<file path="config.mk">
export PLATFORM = sky130hd
export DESIGN_NAME = gpio_port
export DESIGN_NICKNAME = d
export VERILOG_FILES = /design/src/include/gpio_pkg.sv /design/src/hw/gpio_port.sv /design/src/hw/pin_sync.sv /design/src/hw/eint_vec.sv
export VERILOG_INCLUDE_DIRS = /design/src /design/src/include
export SDC_FILE = /design/constraint.sdc
export NUM_CORES = 1
export LEC_CHECK = 0
export ABC_AREA = 1
export BUFFER_PORTS_ARGS = -buffer_cell sky130_fd_sc_hd__clkbuf_2
export CAP_MARGIN = 0
export CORE_MARGIN = 2
export CORE_UTILIZATION = 51
export CTS_CLUSTER_SIZE = 14
export DETAILED_ROUTE_END_ITERATION = 12
export GPL_TIMING_DRIVEN = 0
export HOLD_SLACK_MARGIN = 0.15
export PLACE_DENSITY = 0.8
export SLEW_MARGIN = 0
export SYNTH_ARGS = -nofsm -noshare
export SYNTH_HDL_FRONTEND = slang
export SYNTH_SLANG_ARGS = --single-unit
</file>
<file path="constraint.sdc">
create_clock -name clk_i -period 1.85 [get_ports clk_i]
set_input_delay 0.0925 -clock clk_i [delete_from_list [all_inputs] [get_ports clk_i]]
set_output_delay 0.0925 -clock clk_i [all_outputs]
set_load 0.02 [all_outputs]
</file>
<file path="src/include/gpio_map.svh">
`ifndef GPIO_MAP_SVH
`define GPIO_MAP_SVH

// register byte offsets on the bus
`define OFS_DATA 8'h00
`define OFS_DIR 8'h04
`define OFS_OPT 8'h08
`define OFS_SENS 8'h0C
`define OFS_VSEL 8'h10
`define OFS_PEND 8'h14

// reset values
`define RST_DATA 8'hFF
`define RST_DIR 8'h00
`define RST_OPT 8'h00
`define RST_SENS 14'h0000
`define RST_VSEL 24'hFFFFFF
`define RST_PIN 8'hFF

// field layout
`define NUM_PINS 8
`define NUM_VEC 7
`define VSEL_W 3
`define SENS_W 2
`define VSEL_NONE 3'h7
`define INT_CAPABLE 8'hFF

`endif

</file>
<file path="src/include/gpio_pkg.sv">
package gpio_pkg;

  // sensitivity codes, one field per interrupt vector
  typedef enum logic [1:0] {
    SENS_FALL_LOW = 2'h0,
    SENS_RISE = 2'h1,
    SENS_FALL = 2'h2,
    SENS_BOTH = 2'h3
  } sens_e;

  typedef struct packed {
    logic [7:0] s1;
    logic [7:0] s2;
    logic [7:0] s3;
    logic [7:0] lvl;
  } sync_s;

  typedef struct packed {
    logic prev;
    logic pend;
  } vec_s;

  typedef struct packed {
    logic [7:0] latch;
    logic [7:0] dir;
    logic [7:0] opt;
    logic [13:0] sens;
    logic [23:0] vsel;
    logic ack;
    logic [31:0] rdata;
    logic [7:0] pad_out;
    logic [7:0] pad_oe;
    logic [7:0] pad_pu;
    logic [7:0] af_in;
    logic [6:0] irq;
  } port_s;

endpackage

</file>
<file path="src/hw/gpio_port.sv">
// Decided for this implementation: the address map and the Wishbone register port.
`timescale 1ns/100ps
`default_nettype none
`include "gpio_map.svh"

module gpio_port
  import gpio_pkg::*;
(
  input wire logic clk_i,
  input wire logic rst_i,
  // wishbone classic slave
  input wire logic cyc_i,
  input wire logic stb_i,
  input wire logic we_i,
  input wire logic [7:0] adr_i,
  input wire logic [3:0] sel_i,
  input wire logic [31:0] dat_i,
  output logic [31:0] dat_o,
  output logic ack_o,
  // pads
  input wire logic [7:0] pad_i,
  output logic [7:0] pad_o,
  output logic [7:0] pad_oe_o,
  output logic [7:0] pad_pu_o,
  // peripheral alternate functions
  input wire logic [7:0] af_oe_i,
  input wire logic [7:0] af_out_i,
  output logic [7:0] af_in_o,
  // processor side
  input wire logic cpu_imask_i,
  input wire logic [6:0] vec_fetch_i,
  output logic [6:0] irq_o
);

  ////////////////////////////////////////////////////////////////////
  // helpers

  // merge write data into a register under the byte enables
  function automatic logic [31:0] merge(
    input logic [31:0] old,
    input logic [31:0] wd,
    input logic [3:0] be
  );
    logic [31:0] res;
    res = old;
    for (int b = 0; b < 4; b++) begin
      if (be[b]) begin
        res[b*8 +: 8] = wd[b*8 +: 8];
      end
    end
    return res;
  endfunction

  // level of each pin as seen by one vector; unselected pins read high
  function automatic logic [7:0] vec_levels(
    input logic [2:0] vec,
    input logic [7:0] int_en,
    input logic [23:0] vsel,
    input logic [7:0] lvl
  );
    logic [7:0] res;
    res = 8'hFF;
    for (int p = 0; p < `NUM_PINS; p++) begin
      if (int_en[p] && vsel[p*`VSEL_W +: `VSEL_W] == vec) begin
        res[p] = lvl[p];
      end
    end
    return res;
  endfunction

  ////////////////////////////////////////////////////////////////////
  // declarations

  port_s st_q;
  port_s st_d;
  logic [7:0] pin_lvl;
  logic [6:0] pend;
  logic [7:0] int_en;
  logic req;
  logic wr;
  logic sens_chg;
  logic [31:0] wmerged;
  logic [31:0] rd;

  ////////////////////////////////////////////////////////////////////
  // pad input synchroniser

  pin_sync i_pin_sync (
    .clk_i(clk_i),
    .rst_i(rst_i),
    .pad_i(pad_i),
    .lvl_o(pin_lvl)
  );

  ////////////////////////////////////////////////////////////////////
  // external interrupt vectors

  // interrupt input: pin is input with option set and capable
  assign int_en = ~st_q.dir & st_q.opt & `INT_CAPABLE;

  // sensitivity write that changes the value clears every vector
  assign sens_chg = wr && adr_i == `OFS_SENS &&
    wmerged[13:0] != st_q.sens;

  for (genvar v = 0; v < `NUM_VEC; v++) begin : g_vec
    eint_vec i_eint_vec (
      .clk_i(clk_i),
      .rst_i(rst_i),
      .lvl_i(vec_levels(3'(v), int_en, st_q.vsel, pin_lvl)),
      .sens_i(st_q.sens[v*`SENS_W +: `SENS_W]),
      .clr_i(vec_fetch_i[v] | sens_chg),
      .pend_o(pend[v])
    );
  end

  ////////////////////////////////////////////////////////////////////
  // bus decode

  // a request is taken once; ack stands for one cycle
  assign req = cyc_i & stb_i & ~st_q.ack;
  assign wr = req & we_i;

  // old value of the addressed register, zero elsewhere
  always_comb begin
    rd = 32'h00000000;
    if (adr_i == `OFS_DATA) begin
      rd[7:0] = st_q.latch;
    end else if (adr_i == `OFS_DIR) begin
      rd[7:0] = st_q.dir;
    end else if (adr_i == `OFS_OPT) begin
      rd[7:0] = st_q.opt;
    end else if (adr_i == `OFS_SENS) begin
      rd[13:0] = st_q.sens;
    end else if (adr_i == `OFS_VSEL) begin
      rd[23:0] = st_q.vsel;
    end else if (adr_i == `OFS_PEND) begin
      rd[6:0] = pend;
    end
  end

  assign wmerged = merge(rd, dat_i, sel_i);

  ////////////////////////////////////////////////////////////////////
  // next state

  always_comb begin
    st_d = st_q;
    st_d.ack = req;

    // register writes; the data latch is written in any direction
    if (wr) begin
      if (adr_i == `OFS_DATA) begin
        st_d.latch = wmerged[7:0];
      end else if (adr_i == `OFS_DIR) begin
        st_d.dir = wmerged[7:0];
      end else if (adr_i == `OFS_OPT) begin
        st_d.opt = wmerged[7:0];
      end else if (adr_i == `OFS_SENS) begin
        st_d.sens = wmerged[13:0];
      end else if (adr_i == `OFS_VSEL) begin
        st_d.vsel = wmerged[23:0];
      end
    end

    // read data; data register mixes pin and latch per bit
    if (req && !we_i) begin
      st_d.rdata = rd;
      if (adr_i == `OFS_DATA) begin
        for (int p = 0; p < `NUM_PINS; p++) begin
          if (af_oe_i[p] || !st_q.dir[p]) begin
            st_d.rdata[p] = pin_lvl[p];
          end else begin
            st_d.rdata[p] = st_q.latch[p];
          end
        end
      end
    end else begin
      st_d.rdata = 32'h00000000;
    end

    // pad drive per pin
    for (int p = 0; p < `NUM_PINS; p++) begin
      if (af_oe_i[p]) begin
        st_d.pad_oe[p] = 1'b1;
        st_d.pad_out[p] = af_out_i[p];
        st_d.pad_pu[p] = 1'b0;
      end else if (st_q.dir[p]) begin
        st_d.pad_pu[p] = 1'b0;
        if (st_q.opt[p]) begin
          st_d.pad_oe[p] = 1'b1;
          st_d.pad_out[p] = st_q.latch[p];
        end else begin
          st_d.pad_oe[p] = ~st_q.latch[p];
          st_d.pad_out[p] = 1'b0;
        end
      end else begin
        st_d.pad_oe[p] = 1'b0;
        st_d.pad_out[p] = 1'b0;
        st_d.pad_pu[p] = st_q.opt[p];
      end
      // output pins feed the peripheral from the latch
      st_d.af_in[p] = st_q.dir[p] ? st_q.latch[p] : pin_lvl[p];
    end

    // requests gated by the processor's global mask
    st_d.irq = cpu_imask_i ? 7'h00 : pend;
  end

  ////////////////////////////////////////////////////////////////////
  // state register

  always_ff @(posedge clk_i) begin
    if (rst_i) begin
      st_q.latch <= `RST_DATA;
      st_q.dir <= `RST_DIR;
      st_q.opt <= `RST_OPT;
      st_q.sens <= `RST_SENS;
      st_q.vsel <= `RST_VSEL;
      st_q.ack <= 1'b0;
      st_q.rdata <= 32'h00000000;
      st_q.pad_out <= 8'h00;
      st_q.pad_oe <= 8'h00;
      st_q.pad_pu <= 8'h00;
      st_q.af_in <= 8'h00;
      st_q.irq <= 7'h00;
    end else begin
      st_q <= st_d;
    end
  end

  ////////////////////////////////////////////////////////////////////
  // outputs

  assign dat_o = st_q.rdata;
  assign ack_o = st_q.ack;
  assign pad_o = st_q.pad_out;
  assign pad_oe_o = st_q.pad_oe;
  assign pad_pu_o = st_q.pad_pu;
  assign af_in_o = st_q.af_in;
  assign irq_o = st_q.irq;

endmodule
`default_nettype wire

</file>
<file path="src/hw/pin_sync.sv">
`timescale 1ns/100ps
`default_nettype none
`include "gpio_map.svh"

module pin_sync
  import gpio_pkg::*;
(
  input wire logic clk_i,
  input wire logic rst_i,
  input wire logic [7:0] pad_i,
  output logic [7:0] lvl_o
);

  sync_s st_q;
  sync_s st_d;

  // three stages; level moves only where stages two and three agree
  always_comb begin
    st_d = st_q;
    st_d.s1 = pad_i;
    st_d.s2 = st_q.s1;
    st_d.s3 = st_q.s2;
    st_d.lvl = (st_q.s2 & st_q.s3) | (st_q.lvl & (st_q.s2 ^ st_q.s3));
  end

  // state register
  always_ff @(posedge clk_i) begin
    if (rst_i) begin
      st_q <= '{s1: `RST_PIN, s2: `RST_PIN, s3: `RST_PIN, lvl: `RST_PIN};
    end else begin
      st_q <= st_d;
    end
  end

  assign lvl_o = st_q.lvl;

endmodule
`default_nettype wire

</file>
<file path="src/hw/eint_vec.sv">
`timescale 1ns/100ps
`default_nettype none

module eint_vec
  import gpio_pkg::*;
(
  input wire logic clk_i,
  input wire logic rst_i,
  input wire logic [7:0] lvl_i,
  input wire logic [1:0] sens_i,
  input wire logic clr_i,
  output logic pend_o
);

  vec_s st_q;
  vec_s st_d;
  logic comb_lvl;
  logic set;

  // selected pins are and-ed, so one pin held low masks the rest
  always_comb begin
    comb_lvl = &lvl_i;
    set = 1'b0;
    case (sens_e'(sens_i))
      SENS_FALL_LOW: set = ~comb_lvl;
      SENS_RISE: set = comb_lvl & ~st_q.prev;
      SENS_FALL: set = ~comb_lvl & st_q.prev;
      default: set = comb_lvl ^ st_q.prev;
    endcase
    st_d.prev = comb_lvl;
    st_d.pend = set | (st_q.pend & ~clr_i);
  end

  // state register
  always_ff @(posedge clk_i) begin
    if (rst_i) begin
      st_q <= '{prev: 1'b1, pend: 1'b0};
    end else begin
      st_q <= st_d;
    end
  end

  assign pend_o = st_q.pend;

endmodule
`default_nettype wire

</file>
Word level (Yosys, flattened, before mapping) --
Cells that the tools add are included.
Word-level totals: word-level logic and storage cells 448, output and inout port bits 72, register bits 180, bits of input ports 81
Cells by class: reduce and logical (&&, ||, !) cells 114, bitwise operators 86, eq/ne operators 68, multiplexer cells 142
Operators with widths (number):
- $mux 1 | 120
- $eq 3x3->1 const B | 24
- $logic_and 1x1->1 | 59
- $mux 8 | 7
- $reduce_and 8->1 | 7
- $eq 3x2->1 const B | 16
- $mux 16 | 3
- $not 1->1 | 35
- $and 1x1->1 | 24
- $and 8x8->8 | 3
- $eq 3x1->1 const B | 8
- $logic_not 3->1 | 8
- $reduce_or 3->1 | 8
- $pmux 1 s3 | 7
- $mux 17 | 1
- $eq 8x4->1 const B | 2
- $eq 8x5->1 const B | 2
- $eq 2x1->1 const B | 7
- $eq 2x2->1 const B | 7
- $logic_not 2->1 | 7
- $mux 14 | 1
- $mux 7 | 2
- $ne 14x14->1 | 1
- $or 1x1->1 | 14
- 15 further kinds | 37

Longest topological paths before layout --
Gate-level depths: netlist of run 1.
word-level depth 14, depth in mapped cells 21, gate-level depth less buffers 20

Modules after synthesis --
A second synthesis of run 1 with hierarchy kept.
Unflattened totals: cell total of the unflattened synthesis 1269, area, all modules 8941.1 um^2
By module, submodules not included:
- gpio_port | cells each 967, sequential area each 2522.4 um^2, instances 1, area each 6640.1 um^2
- eint_vec | cells each 29, sequential area each 40.0 um^2, instances 7, area each 175.2 um^2
- pin_sync | cells each 99, sequential area each 640.6 um^2, instances 1, area each 1074.8 um^2

Worst setup path before layout of run 1 --
Ideal clock, no wire load.
path type flip-flop to flip-flop, start register st_q[123] (netlist bit), end register g_vec[0].i_eint_vec.st_q (netlist bit g_vec[0].i_eint_vec.pend_o), setup time 0.070 ns, data required time 1.780 ns, path buffers 0, path slack -0.179 ns, stages on the path, launching flop included 11, clock period less this slack 2.029 ns, arrival 1.959 ns, cell sequence dfxtp_1 -> inv_1 -> nand2_1 -> nor3_1 -> a22o_1 -> nor4_1 -> inv_1 -> ha_1 -> o211ai_1 -> nand2_1 -> a21oi_2
Between the ends: word-level cells in the longest chain between the ends 9, elaborated cells between the ends (all ways) 19, those cells by class 1 x eq/ne; 5 x mux; 10 x bitwise; 3 x reduce/logical
Ends and longest elaborated chain:
- from (decl) | line gpio_port.sv:74 | port_s st_q;
- from (signal assigned) | line gpio_port.sv:227 | st_q <= st_d;
- $not 8->8 * | line gpio_port.sv:99 | assign int_en = ~st_q.dir & st_q.opt & `INT_CAPABLE;
- $and 8x8->8 * | line gpio_port.sv:99
- $logic_and 1x1->1 * | line gpio_port.sv:64 | if (int_en[p] && vsel[p*`VSEL_W +: `VSEL_W] == vec) begin
- $mux 1 * | line gpio_port.sv:64
- $reduce_and 8->1 * | line eint_vec.sv:22 | comb_lvl = &lvl_i;
- net g_vec[0].i_eint_vec.comb_lvl | line eint_vec.sv:17 | logic comb_lvl;
- $not 1->1 | line eint_vec.sv:25, eint_vec.sv:27
- $and 1x1->1 | line eint_vec.sv:27 | SENS_FALL: set = ~comb_lvl & st_q.prev;
- $pmux 1 s3 * | line eint_vec.sv:24 | case (sens_e'(sens_i))
- $or 1x1->1 * | line eint_vec.sv:31 | st_d.pend = set | (st_q.pend & ~clr_i);
- to (signal assigned) | line eint_vec.sv:37 | st_q <= '{prev: 1'b1, pend: 1'b0};
- to (signal assigned) | line eint_vec.sv:39 | st_q <= st_d;
- to (decl) | line eint_vec.sv:15 | vec_s st_q;
Mark *: on every way through the listed nets, which the timed path passes. The rest lies on a longest branch. A chain may end at the register's enable or synchronous reset.

Worst setup path in the final report of run 1 --
start register st_q[114] (netlist bit), end register g_vec[2].i_eint_vec.st_q (netlist bit g_vec[2].i_eint_vec.pend_o)
Between the ends: elaborated cells between the ends (all ways) 19, those cells by class 1 x eq/ne; 6 x mux; 9 x bitwise; 3 x reduce/logical
RTL lines (line):
- $and 8x8->8 * | gpio_port.sv:99
- $logic_and 1x1->1 * | gpio_port.sv:64
- $mux 1 * | gpio_port.sv:64
- $reduce_and 8->1 * | eint_vec.sv:22
- net g_vec[2].i_eint_vec.comb_lvl | eint_vec.sv:17
- $not 1->1 | eint_vec.sv:25, eint_vec.sv:27
- $and 1x1->1 | eint_vec.sv:27
- $pmux 1 s3 * | eint_vec.sv:24
- $or 1x1->1 * | eint_vec.sv:31
- to (signal assigned) | eint_vec.sv:37
- to (signal assigned) | eint_vec.sv:39
- to (decl) | eint_vec.sv:15
Marks and branches as above.

==> metrics.md, run 1 <==
| Metric | Value |
|---|---|
| Vias in the first global route | 8001 |
| Starting Density | 51.5% |
| Final Total Pwr | 8.15 mW |
| Antenna-violating nets left | 0 |
| Comb pwr share | 8.3% |
| Post-synth EDFFs | 0 |
| Initial DRC Count | 732 |
| Final Max Slew Viols | 0 |
| Failing checks | setup timing |
| Rows | 47 |
| Final worst slack | -341 ps |
| Setup CP Type | flop to flop |
| Clk pwr share | 45.2% |
| Chip width | 133 µm |
| Total track usage | 30.2% |
| Wirelength per Cell | 16.9 µm |
| CTS tree | yes |
| Peak per-stage delay on the critical path | 330 ps |
| Root Driver | clkbuf_16 |
| Htree depth | 4 |
| Final #Nets | 1499 |
| First-pass GRT wire length | 41.6 mm |
| Hold WC Path Type | primary input to flop |
| Power Internal | 6.12 mW |
| Drt total wl | 27.5 mm |
| Time the worst path needs with I/O delays and setup | 2190 ps |
| Worst Path Max Fanout | 3 |
| Initial antenna violation count | 0 |
| Gate Count Post-Synth | 1127 |
| Hold Violations, Final | 0 |
| #FFs+latches synth | 172 |
| Sequential area share after synthesis | 40.7% |
| TNS Setup | -2050 ps |
| Critical Path End Type | flop |
| Routed via count | 8720 |
| Clk_lat worst skew | 430 ps |
| Congestion Overflow GR | 0 |
| Post-synth cell types | 47 |
| Levels on crit path | 13 |
| Pleak | 5.54 nW |
| Cell family with most CP delay | simple AND/OR/NAND/NOR gates |
| Worst-path clk slew | 70 ps |
| Die ar. | 17600 µm² |
| Synth Warn # | 0 |
| Unrepaired setup endpoints after global routing | yes |
| CP bufs+invs | 4 |
| Max Clock Skew | 9.57 ps |
| Number of diodes | 0 |
| Ports | 153 |
| Residual DRC count | 0 |
| Part of the power in registers | 46.5% |
| Worst R2R Path Depth | 13 |
| Most common flop cell mapped by yosys | dfxtp_1 |
| Final hold slack | 197 ps |
| DP HPWL | 19.3 mm |
| Pwr/cell area | 709 nW/µm² |
| Max VDD drop | 0.625 mV |
| Fill cell count | 1298 |
| Critical Path AT | 2550 ps |
| Sink Count | 172 |
| NetSw | 2.03 mW |
| Max_slew headroom | 49.5% |
| Area Growth Syn to Fin | 36.1% |
| Period Utilization, post-route | 118% |
| Largest net degree at the start of global routing | 17 |
| PortBufs | 132 |
| Clk buf depth | 2 |
| Synth Cell Area | 8450 µm² |
| Worst slew pin tran | 758 ps |
| Avg Inst Size Synth | 7.50 µm² |
| Net Sw Frac | 25.0% |
| Critical Path RT | 2210 ps |
| Seq. cell area | 3500 µm² |
| Crit path cell chain | inv_2 -> nor2_2 -> inv_2 -> nor3_4 -> buf_4 -> nand2_2 -> nand4_1 -> nor4_4 -> inv_1 -> ha_1 -> o211ai_1 -> nand2_1 -> a21oi_2 |
| RD Place Congestion | 0.971 |
| Fmax | 0.456 GHz |
| Slowest library cell on the worst path | dfxtp_2 |
| Router iterations before antenna repair | 8 |
| Asr flop ratio synth | 0% |
| Worst Hold Depth | 3 |
| Die Ht | 133 µm |
| Share of cells above drive strength 1 | 34.5% |
| Outcome | complete, but fails checks |
| Critical path launch point type | flop |
| Multi-input logic area | 4200 µm² |
| CTS Buf Count | 17 |
| Final setup viols | 7 |
| Max_cap viols | 0 |
| Core ar. | 16400 µm² |
| Drt via density | 5.35 |
| CP most frequent cell | inv_2 |
==> registers in the layout (all words and copies together), names as in the netlist <==
signal	count
pad_o	8
irq_o	7
g_vec.i_eint_vec.st_q	7
pad_oe_o	8
pad_pu_o	8
af_in_o	8
st_q	62
dat_o	24
i_pin_sync.lvl_o	8
i_pin_sync.st_d	16
ack_o	1
g_vec.i_eint_vec.pend_o	7
i_pin_sync.st_q	8
==> cells in the mapped netlist, types with 4 or more instances <==
cell / count / area, µm²
nor4_1: 8 / 50.1
a21oi_2: 8 / 70.1
a21oi_1: 123 / 616
nor2_4: 4 / 45.0
nor2_2: 4 / 25.0
nand2_2: 10 / 62.6
o21ai_0: 89 / 445
nor3b_1: 4 / 30.0
clkbuf_1: 24 / 90.1
nor3_1: 35 / 175
nand3_1: 53 / 265
a22o_1: 8 / 70.1
nand4_1: 10 / 62.6
a311oi_1: 4 / 35.0
nand3_2: 5 / 50.1
o211ai_1: 10 / 75.1
nand2_1: 171 / 642
buf_4: 72 / 541
buf_1: 8 / 30.0
dfxtp_1: 172 / 3440
o221ai_1: 10 / 87.6
inv_1: 143 / 537
or2_2: 31 / 194
nor2_1: 67 / 251
ha_1: 22 / 275
==> worst min-delay path: cells and delay by family <==
kind | cells | cell delay (ps)
buf+inv | 1 | 190
compound gates | 2 | 290
==> stage by stage <==
step	instance area (µm²)	utilization, %	std cells	setup slack [ps]
global route	11500	70.1	1629	-429
CTS	11200	68.2	1614	-289
floorplan	8570	-	1134	-18.2
finish	11500	70.1	1629	-341
global placement	9500	57.9	1486	-620
detailed placement	9500	57.9	1486	-654
==> per-layer routing <==
| metal | routed length, µm | vias to the layer above | part of all wire (%) | global-route usage, % |
|---|---|---|---|---|
| met5 | 0 | - | 0 | 0 |
| met3 | 2260 | 74 | 8.2 | 4.83 |
| met4 | 857 | 0 | 3.1 | 11.4 |
| met2 | 13400 | 478 | 49 | 52.0 |
| li1 | - | 4194 | - | - |
| met1 | 11000 | 3974 | 40 | 38.1 |
==> what timing repair did <==
action,CTS,global route
pin swaps,43,34
buffers inserted,43,24
resized for setup,77,70
hold endpoints to repair,80,0
endpoints found under the setup margin,50,41
hold buffers,53,0
==> kinds of logic after synthesis <==
group / after synthesis / synth area share [%]
AOI/OAI and AO/OA: 267 / 18.0
xor gates and xnor gates: 1 / 0.104
adders and majority gates: 22 / 3.26
buffers and inverters: 255 / 14.9
other: 1 / 0.0444
DFF: 172 / 40.7
and+or+nand+nor: 409 / 23.0
==> worst paths after layout <==
check,from,end,slack (ps)
min reg2reg,i_pin_sync.st_d[18]$_SDFF_PP1_,i_pin_sync.st_d[10]$_SDFF_PP1_,410
min,sel_i[2],st_q[92]$_SDFFE_PP1P_,200
max reg2reg,st_q[114]$_SDFFE_PP0P_,g_vec[2].i_eint_vec.pend_o$_SDFF_PP0_,-340
max,st_q[114]$_SDFFE_PP0P_,g_vec[2].i_eint_vec.pend_o$_SDFF_PP0_,-340
==> power by group through the flow <==
stage | registers, mW | logic, mW | clock network (mW)
global placement | 3.88 | 0.546 | 0
floorplan | 3.86 | 0.352 | 0
CTS | 3.79 | 0.651 | 3.70
finish | 3.79 | 0.679 | 3.68
global route | 3.79 | 0.736 | 3.85
detailed placement | 3.88 | 0.554 | 0
==> cell usage in the layout, fill, tap and decap left out, types with 20 or more instances in the layout <==
cell type      netlist  layout
nand2_1            171     154
dfxtp_2              0      20
clkbuf_2             0     135
ha_1                22      21
nand3_1             53      48
o21ai_0             89      88
inv_1              143     124
dfxtp_1            172     143
or2_2               31      31
buf_4               72     127
nor2_1              67      56
dlygate4sd3_1        0      53
a21oi_1            123     122
nand2_2             10      21
==> cell type report <==
cell class | instances | share of cell area [%]
plain buffers | 108 | 6.12
clock buffers | 20 | 3.88
clock inverters | 12 | 1.35
inverters | 146 | 4.98
multi-input cells | 707 | 36.5
flip-flops and latches | 172 | 30.4
well taps | 220 | 2.39
repair buffers | 244 | 14.3
No activity file was read; power rests on OpenSTA's default activity.
==> run 2, diff against run 1 <==
BUFFER_PORTS_ARGS = unset   (was -buffer_cell sky130_fd_sc_hd__clkbuf_2)
CORE_UTILIZATION = 58   (was 51)
DONT_BUFFER_PORTS = 1   (was unset)
PLACE_DENSITY = 0.79   (was 0.8)
==> run 2 against run 1 <==
Net effect: register-to-register slack worse by 20 ps; sequential power about the same; worst hold slack worse by 35 ps; global-route usage up 3.8 points; utilization up 7.1 points; clock skew up 1.7 ps; clock-buffer cell count down 2; critical path depth down 2; combinational power down 13%; the flow still finishes with violations (setup timing).
==> metrics.md, run 2 (same netlist as run 1, synthesis figures left out) <==
| Metric | Value |
|---|---|
| Reg2reg start | st_q[113]$_SDFFE_PP0P_ |
| Pleak | 5.03 nW |
| CTS tree | yes |
| Root Driver | clkbuf_16 |
| Max_cap viols | 0 |
| Worst-path clk slew | 70 ps |
| First-pass GRT wire length | 41.8 mm |
| RD Place Congestion | 0.983 |
| Htree depth | 4 |
| Hold path endpoint | st_q[105]$_SDFFE_PP0P_ |
| Setup CP Type | flop to flop |
| Critical Path AT | 2580 ps |
| Max Clock Skew | 11.3 ps |
| Final #Nets | 1380 |
| Worst Hold Depth | 4 |
| Ports | 153 |
| Die Ht | 125 µm |
| FF-to-FF setup slack | -360 ps |
| Critical Path End Type | flop |
| Final setup viols | 8 |
| Die ar. | 15600 µm² |
| Share of cells above drive strength 1 | 29.7% |
| Clk_lat worst skew | 440 ps |
| Part of the power in registers | 48.0% |
| Period Utilization, post-route | 120% |
| Seq. cell area | 3510 µm² |
| TNS Setup | -1860 ps |
| Fill cell count | 1047 |
| Drt via density | 5.73 |
| Total track usage | 34.0% |
| Hold Violations, Final | 0 |
| Failing checks | setup timing |
| Critical Path RT | 2210 ps |
| Chip width | 125 µm |
| Comb pwr share | 7.5% |
| Starting Density | 58.8% |
| Worst slew pin tran | 796 ps |
| Residual DRC count | 0 |
| Worst Path Max Fanout | 5 |
| Core ar. | 14400 µm² |
| Outcome | complete, but fails checks |
| Initial DRC Count | 837 |
| Antenna-violating nets left | 0 |
| Final Instance Area | 11100 µm² |
| Final Core Density | 77.3% |
| Pwr/cell area | 712 nW/µm² |
| Max VDD drop | 0.634 mV |
| Clk pwr share | 44.6% |
| Router iterations before antenna repair | 5 |
| Slowest library cell on the worst path | nor4_4 |
| Sink Count | 172 |
| NetSw | 2.00 mW |
| Number of diodes | 0 |
| Fmax | 0.452 GHz |
| Drt total wl | 27.1 mm |
| Placed cell area | 8800 µm² |
| Area Growth Syn to Fin | 31.3% |
| Hold path startpoint | sel_i[1] |
| Vias in the first global route | 7980 |
| Largest Register | st_q |
| Clk buf depth | 2 |
| Net Sw Frac | 25.3% |
| Max FFs per register | 62 |
| DP HPWL | 18.4 mm |
| Worst R2R Path Depth | 11 |
| Critical path launch point type | flop |
| Multi-input logic area | 4370 µm² |
| Dpl ws | -617 ps |
| Peak per-stage delay on the critical path | 390 ps |
| Hold WC Path Type | primary input to flop |
| Crit path cell chain | inv_2 -> nor2_4 -> clkinv_4 -> nor3_4 -> a22o_1 -> nor4_4 -> inv_1 -> ha_1 -> o211ai_1 -> nand2_1 -> a21oi_2 |
| Most common cell after layout, fill and taps aside | nand2_1 |
| Most frequent cells in the layout | nand2_1, dfxtp_1, a21oi_1 |
| Power Internal | 5.91 mW |
| Largest net degree at the start of global routing | 17 |
| Final Max Slew Viols | 0 |
| Congestion Overflow GR | 0 |
| Routed via count | 8436 |
| PortBufs | 0 |
| Unrepaired setup endpoints after global routing | yes |
| CTS Buf Count | 17 |
| Time the worst path needs with I/O delays and setup | 2210 ps |
| Wirelength per Cell | 18.4 µm |
| Critical R2R Capture | g_vec[0].i_eint_vec.pend_o$_SDFF_PP0_ |
| Final worst slack | -365 ps |
| Rows | 44 |
| Initial antenna violation count | 0 |
| Max_slew headroom | 47.0% |
run 2: cell types whose count changed in the layout (fill, tap and decap cells not counted), sizes merged:
cell | before | now
bufinv | 2 | 1
nor2 | 76 | 77
inv | 149 | 147
dlygate4sd3 | 53 | 68
clkbuf | 173 | 39
clkinv | 6 | 9
buf | 146 | 142
clkinvlp | 1 | 3
run 2: per-layer routing:
| metal | GRT usage (%) | wire length (µm) | vias up |
|---|---|---|---|
| li1 | - | - | 3966 |
| met1 | 43.2 | 10700 | 3892 |
| met2 | 56.3 | 12600 | 481 |
| met3 | 6.40 | 2570 | 97 |
| met4 | 14.9 | 1170 | 0 |
| met5 | 0 | 0 | - |
run 2: worst max path at each step:
stage	to	slack, ps	cells past startpoint	startpoint
5_1_grt	g_vec[0].i_eint_vec.pend_o$_SDFF_PP0_	-430	11	st_q[113]$_SDFFE_PP0P_
3_5_place_dp	st_q[83]$_SDFFE_PP1P_	-620	9	ack_o$_SDFF_PP0_
6_report	g_vec[0].i_eint_vec.pend_o$_SDFF_PP0_	-360	11	st_q[113]$_SDFFE_PP0P_
3_3_place_gp	st_q[91]$_SDFFE_PP1P_	-600	8	ack_o$_SDFF_PP0_
4_1_cts	g_vec[4].i_eint_vec.pend_o$_SDFF_PP0_	-260	13	st_q[112]$_SDFFE_PP0P_
2_1_floorplan	g_vec[0].i_eint_vec.pend_o$_SDFF_PP0_	-20	11	st_q[113]$_SDFFE_PP0P_
run 2: final cells by class:
class	instances	area share (%)
Multi-Input combinational cell	708	39.3
Sequential cell	172	31.6
Timing Repair Buffer	123	10.2
Buffer	108	6.40
Inverter	146	5.20
Clock buffer	18	3.96
Tap cell	184	2.07
Clock inverter	13	1.22
Timing Repair inverter	1	0.0451
run 2: what timing repair did:
action                                  in CTS  in global routing
endpoints found under the hold margin      123                  4
pin swaps                                   52                 40
resized for setup                          125                 72
endpoints found under the setup margin      62                 85
setup buffers                               51                 12
gates cloned                                 1                  1
hold buffers                                67                  1
run 2: critical path: cells and delay by family (launching register included):
kind            cells  cell delay (ps)
compound gates      3              610
fa+ha+maj           1              310
buf+inv             3              300
flops               1              330
simple gates        4              580
run 2: stage by stage:
stage | hold slack (ps) | power [mW] | instances
after floorplan | 169 | 4.22 | 1134
after global placement | 172 | 4.32 | 1318
after detailed placement | 172 | 4.32 | 1318
after CTS | 155 | 7.89 | 1467
after global routing | 180 | 8.12 | 1473
final | 162 | 7.91 | 1473
run 2: power by group through the flow:
stage / combinational (mW) / sequential [mW] / clock [mW]
after floorplan: 0.352 / 3.86 / 0
after global placement: 0.436 / 3.88 / 0
after detailed placement: 0.442 / 3.88 / 0
after CTS: 0.564 / 3.80 / 3.53
after global routing: 0.635 / 3.80 / 3.69
final: 0.590 / 3.79 / 3.52
==> run 3, diff against run 2 <==
PLACE_DENSITY = 0.8   (was 0.79)
==> run 3 against run 2 <==
Net effect: the run still ends with setup timing left; combinational power rose by 4.1%; utilization rose by 0.078 points; via count rose by 1.0%; register-to-register slack improved by 50 ps; setup slack improved by 51 ps; critical path type unchanged; largest cell class unchanged; highest routed layer unchanged.
==> metrics.md, run 3 (same netlist as run 1, synthesis figures left out) <==
| Metric | Value |
|---|---|
| Fmax | 0.462 GHz |
| Crit path cell chain | inv_2 -> nor2_2 -> inv_4 -> nor3_4 -> a22o_1 -> nor4_4 -> inv_1 -> ha_1 -> o211ai_1 -> nand2_1 -> a21oi_2 |
| RD Place Congestion | 0.986 |
| First-pass GRT wire length | 41.1 mm |
| Final Core Density | 77.3% |
| Core ar. | 14400 µm² |
| PortBufs | 0 |
| Final worst slack | -314 ps |
| Area Growth Syn to Fin | 31.4% |
| Critical Path End Type | flop |
| Outcome | complete, but fails checks |
| Critical Path RT | 2220 ps |
| Sink Count | 172 |
| Post-placement cell count | 1318 |
| Worst-path clk slew | 70 ps |
| Critical Path AT | 2530 ps |
| Clk buf depth | 2 |
| Root Driver | clkbuf_16 |
| Congestion Overflow GR | 0 |
| Total track usage | 33.4% |
| Most common cell after layout, fill and taps aside | nand2_1 |
| Max Clock Skew | 13.0 ps |
| Pleak | 5.14 nW |
| Worst R2R Path Depth | 11 |
| Largest net degree at the start of global routing | 18 |
| Worst Hold Depth | 4 |
| Max_slew headroom | 51.9% |
| Die Ht | 125 µm |
| Clk_lat worst skew | 440 ps |
| Vias in the first global route | 7994 |
| Initial DRC Count | 933 |
| Hold Violations, Final | 0 |
| Slowest library cell on the worst path | nor4_4 |
| DP HPWL | 18.1 mm |
| Failing checks | setup timing |
| Chip width | 125 µm |
| Wirelength per Cell | 18.6 µm |
| Max_cap viols | 0 |
| Htree depth | 4 |
| Initial antenna violation count | 0 |
| Drt via density | 5.79 |
| Worst slew pin tran | 721 ps |
| Placed cell area | 8800 µm² |
| CTS tree | yes |
| Drt total wl | 27.3 mm |
| Dpl ws | -645 ps |
| Antenna-violating nets left | 0 |
| Final Total Pwr | 8.19 mW |
| TNS Setup | -2240 ps |
| Max FFs per register | 62 |
| Post-route insts no fill | 1471 |
| Final Max Slew Viols | 0 |
| Share of cells above drive strength 1 | 29.8% |
| Router iterations before antenna repair | 5 |
| Residual DRC count | 0 |
| Final #Nets | 1377 |
| Period Utilization, post-route | 117% |
| Most frequent cells in the layout | nand2_1, dfxtp_1, a21oi_1 |
| CTS Buf Count | 17 |
| Final hold slack | 137 ps |
| Final Instance Area | 11100 µm² |
| Hold WC Path Type | primary input to flop |
| Number of diodes | 0 |
| Largest Register | st_q |
| Final setup viols | 9 |
| Peak per-stage delay on the critical path | 380 ps |
| Pwr/cell area | 737 nW/µm² |
| Setup CP Type | flop to flop |
| Starting Density | 58.8% |
| Critical path launch point type | flop |
| Worst Path Max Fanout | 5 |
| Rows | 44 |
| Die ar. | 15600 µm² |
| Time the worst path needs with I/O delays and setup | 2160 ps |
| Ports | 153 |
| Max VDD drop | 0.710 mV |
| Unrepaired setup endpoints after global routing | yes |
| Routed via count | 8523 |
## run 3: changes by cell type in the layout (fill, tap and decap cells not counted), moves of 4 or more
cell,change
dlygate4sd3_1,-4
inv_2,-5
inv_1,+8
nand2_1,-10
clkbuf_2,+4
nand3_1,-4
nand3_2,+4
nand2_2,+6
## run 3: layer usage
layer / wire (µm) / track usage (%) / vias to the layer above / part of all wire [%]
li1: - / - / 3962 / -
met1: 10400 / 41.1 / 3894 / 38
met2: 12700 / 54.3 / 553 / 47
met3: 2730 / 7.00 / 114 / 10
met4: 1440 / 19.1 / 0 / 5.3
met5: 0 / 0 / - / 0
## run 3: cell type report
type | instances | area [µm²]
inverter | 146 | 566
timing repair buffer | 121 | 1120
buffer | 108 | 711
clock inverter | 14 | 175
tap | 184 | 230
fill | 994 | 3260
sequential | 172 | 3500
clock buffer | 18 | 439
multi-input combinational | 708 | 4370
## run 3: power by group
| part | internal, mW | total [mW] | switching (mW) |
|---|---|---|---|
| clock | 2.09 | 3.79 | 1.70 |
| combinational | 0.256 | 0.614 | 0.359 |
| sequential | 3.75 | 3.79 | 0.0430 |
| total | 6.09 | 8.19 | 2.10 |
## run 3: repair_timing
action | CTS | global route
gates cloned | 0 | 1
pin swaps | 49 | 27
setup buffers | 42 | 15
endpoints found under the hold margin | 124 | 2
endpoints found under the setup margin | 61 | 67
hold buffers | 64 | 1
resized for setup | 127 | 62
## run 3: worst paths after layout
check / startpoint / endpoint / slack, ps
worst max-delay path: st_q[113]$_SDFFE_PP0P_ / g_vec[4].i_eint_vec.pend_o$_SDFF_PP0_ / -310
worst min-delay path: sel_i[1] / st_q[108]$_SDFFE_PP0P_ / 140
worst max register to register: st_q[113]$_SDFFE_PP0P_ / g_vec[4].i_eint_vec.pend_o$_SDFF_PP0_ / -310
worst min register to register: i_pin_sync.st_d[18]$_SDFF_PP1_ / i_pin_sync.st_d[10]$_SDFF_PP1_ / 410
## run 3: critical path: cells and delay by family, from the launching register on
family,cells,cell delay [ps]
compound gates,3,570
fa+ha+maj,1,290
buf+inv,3,300
flops,1,330
simple gates,4,600
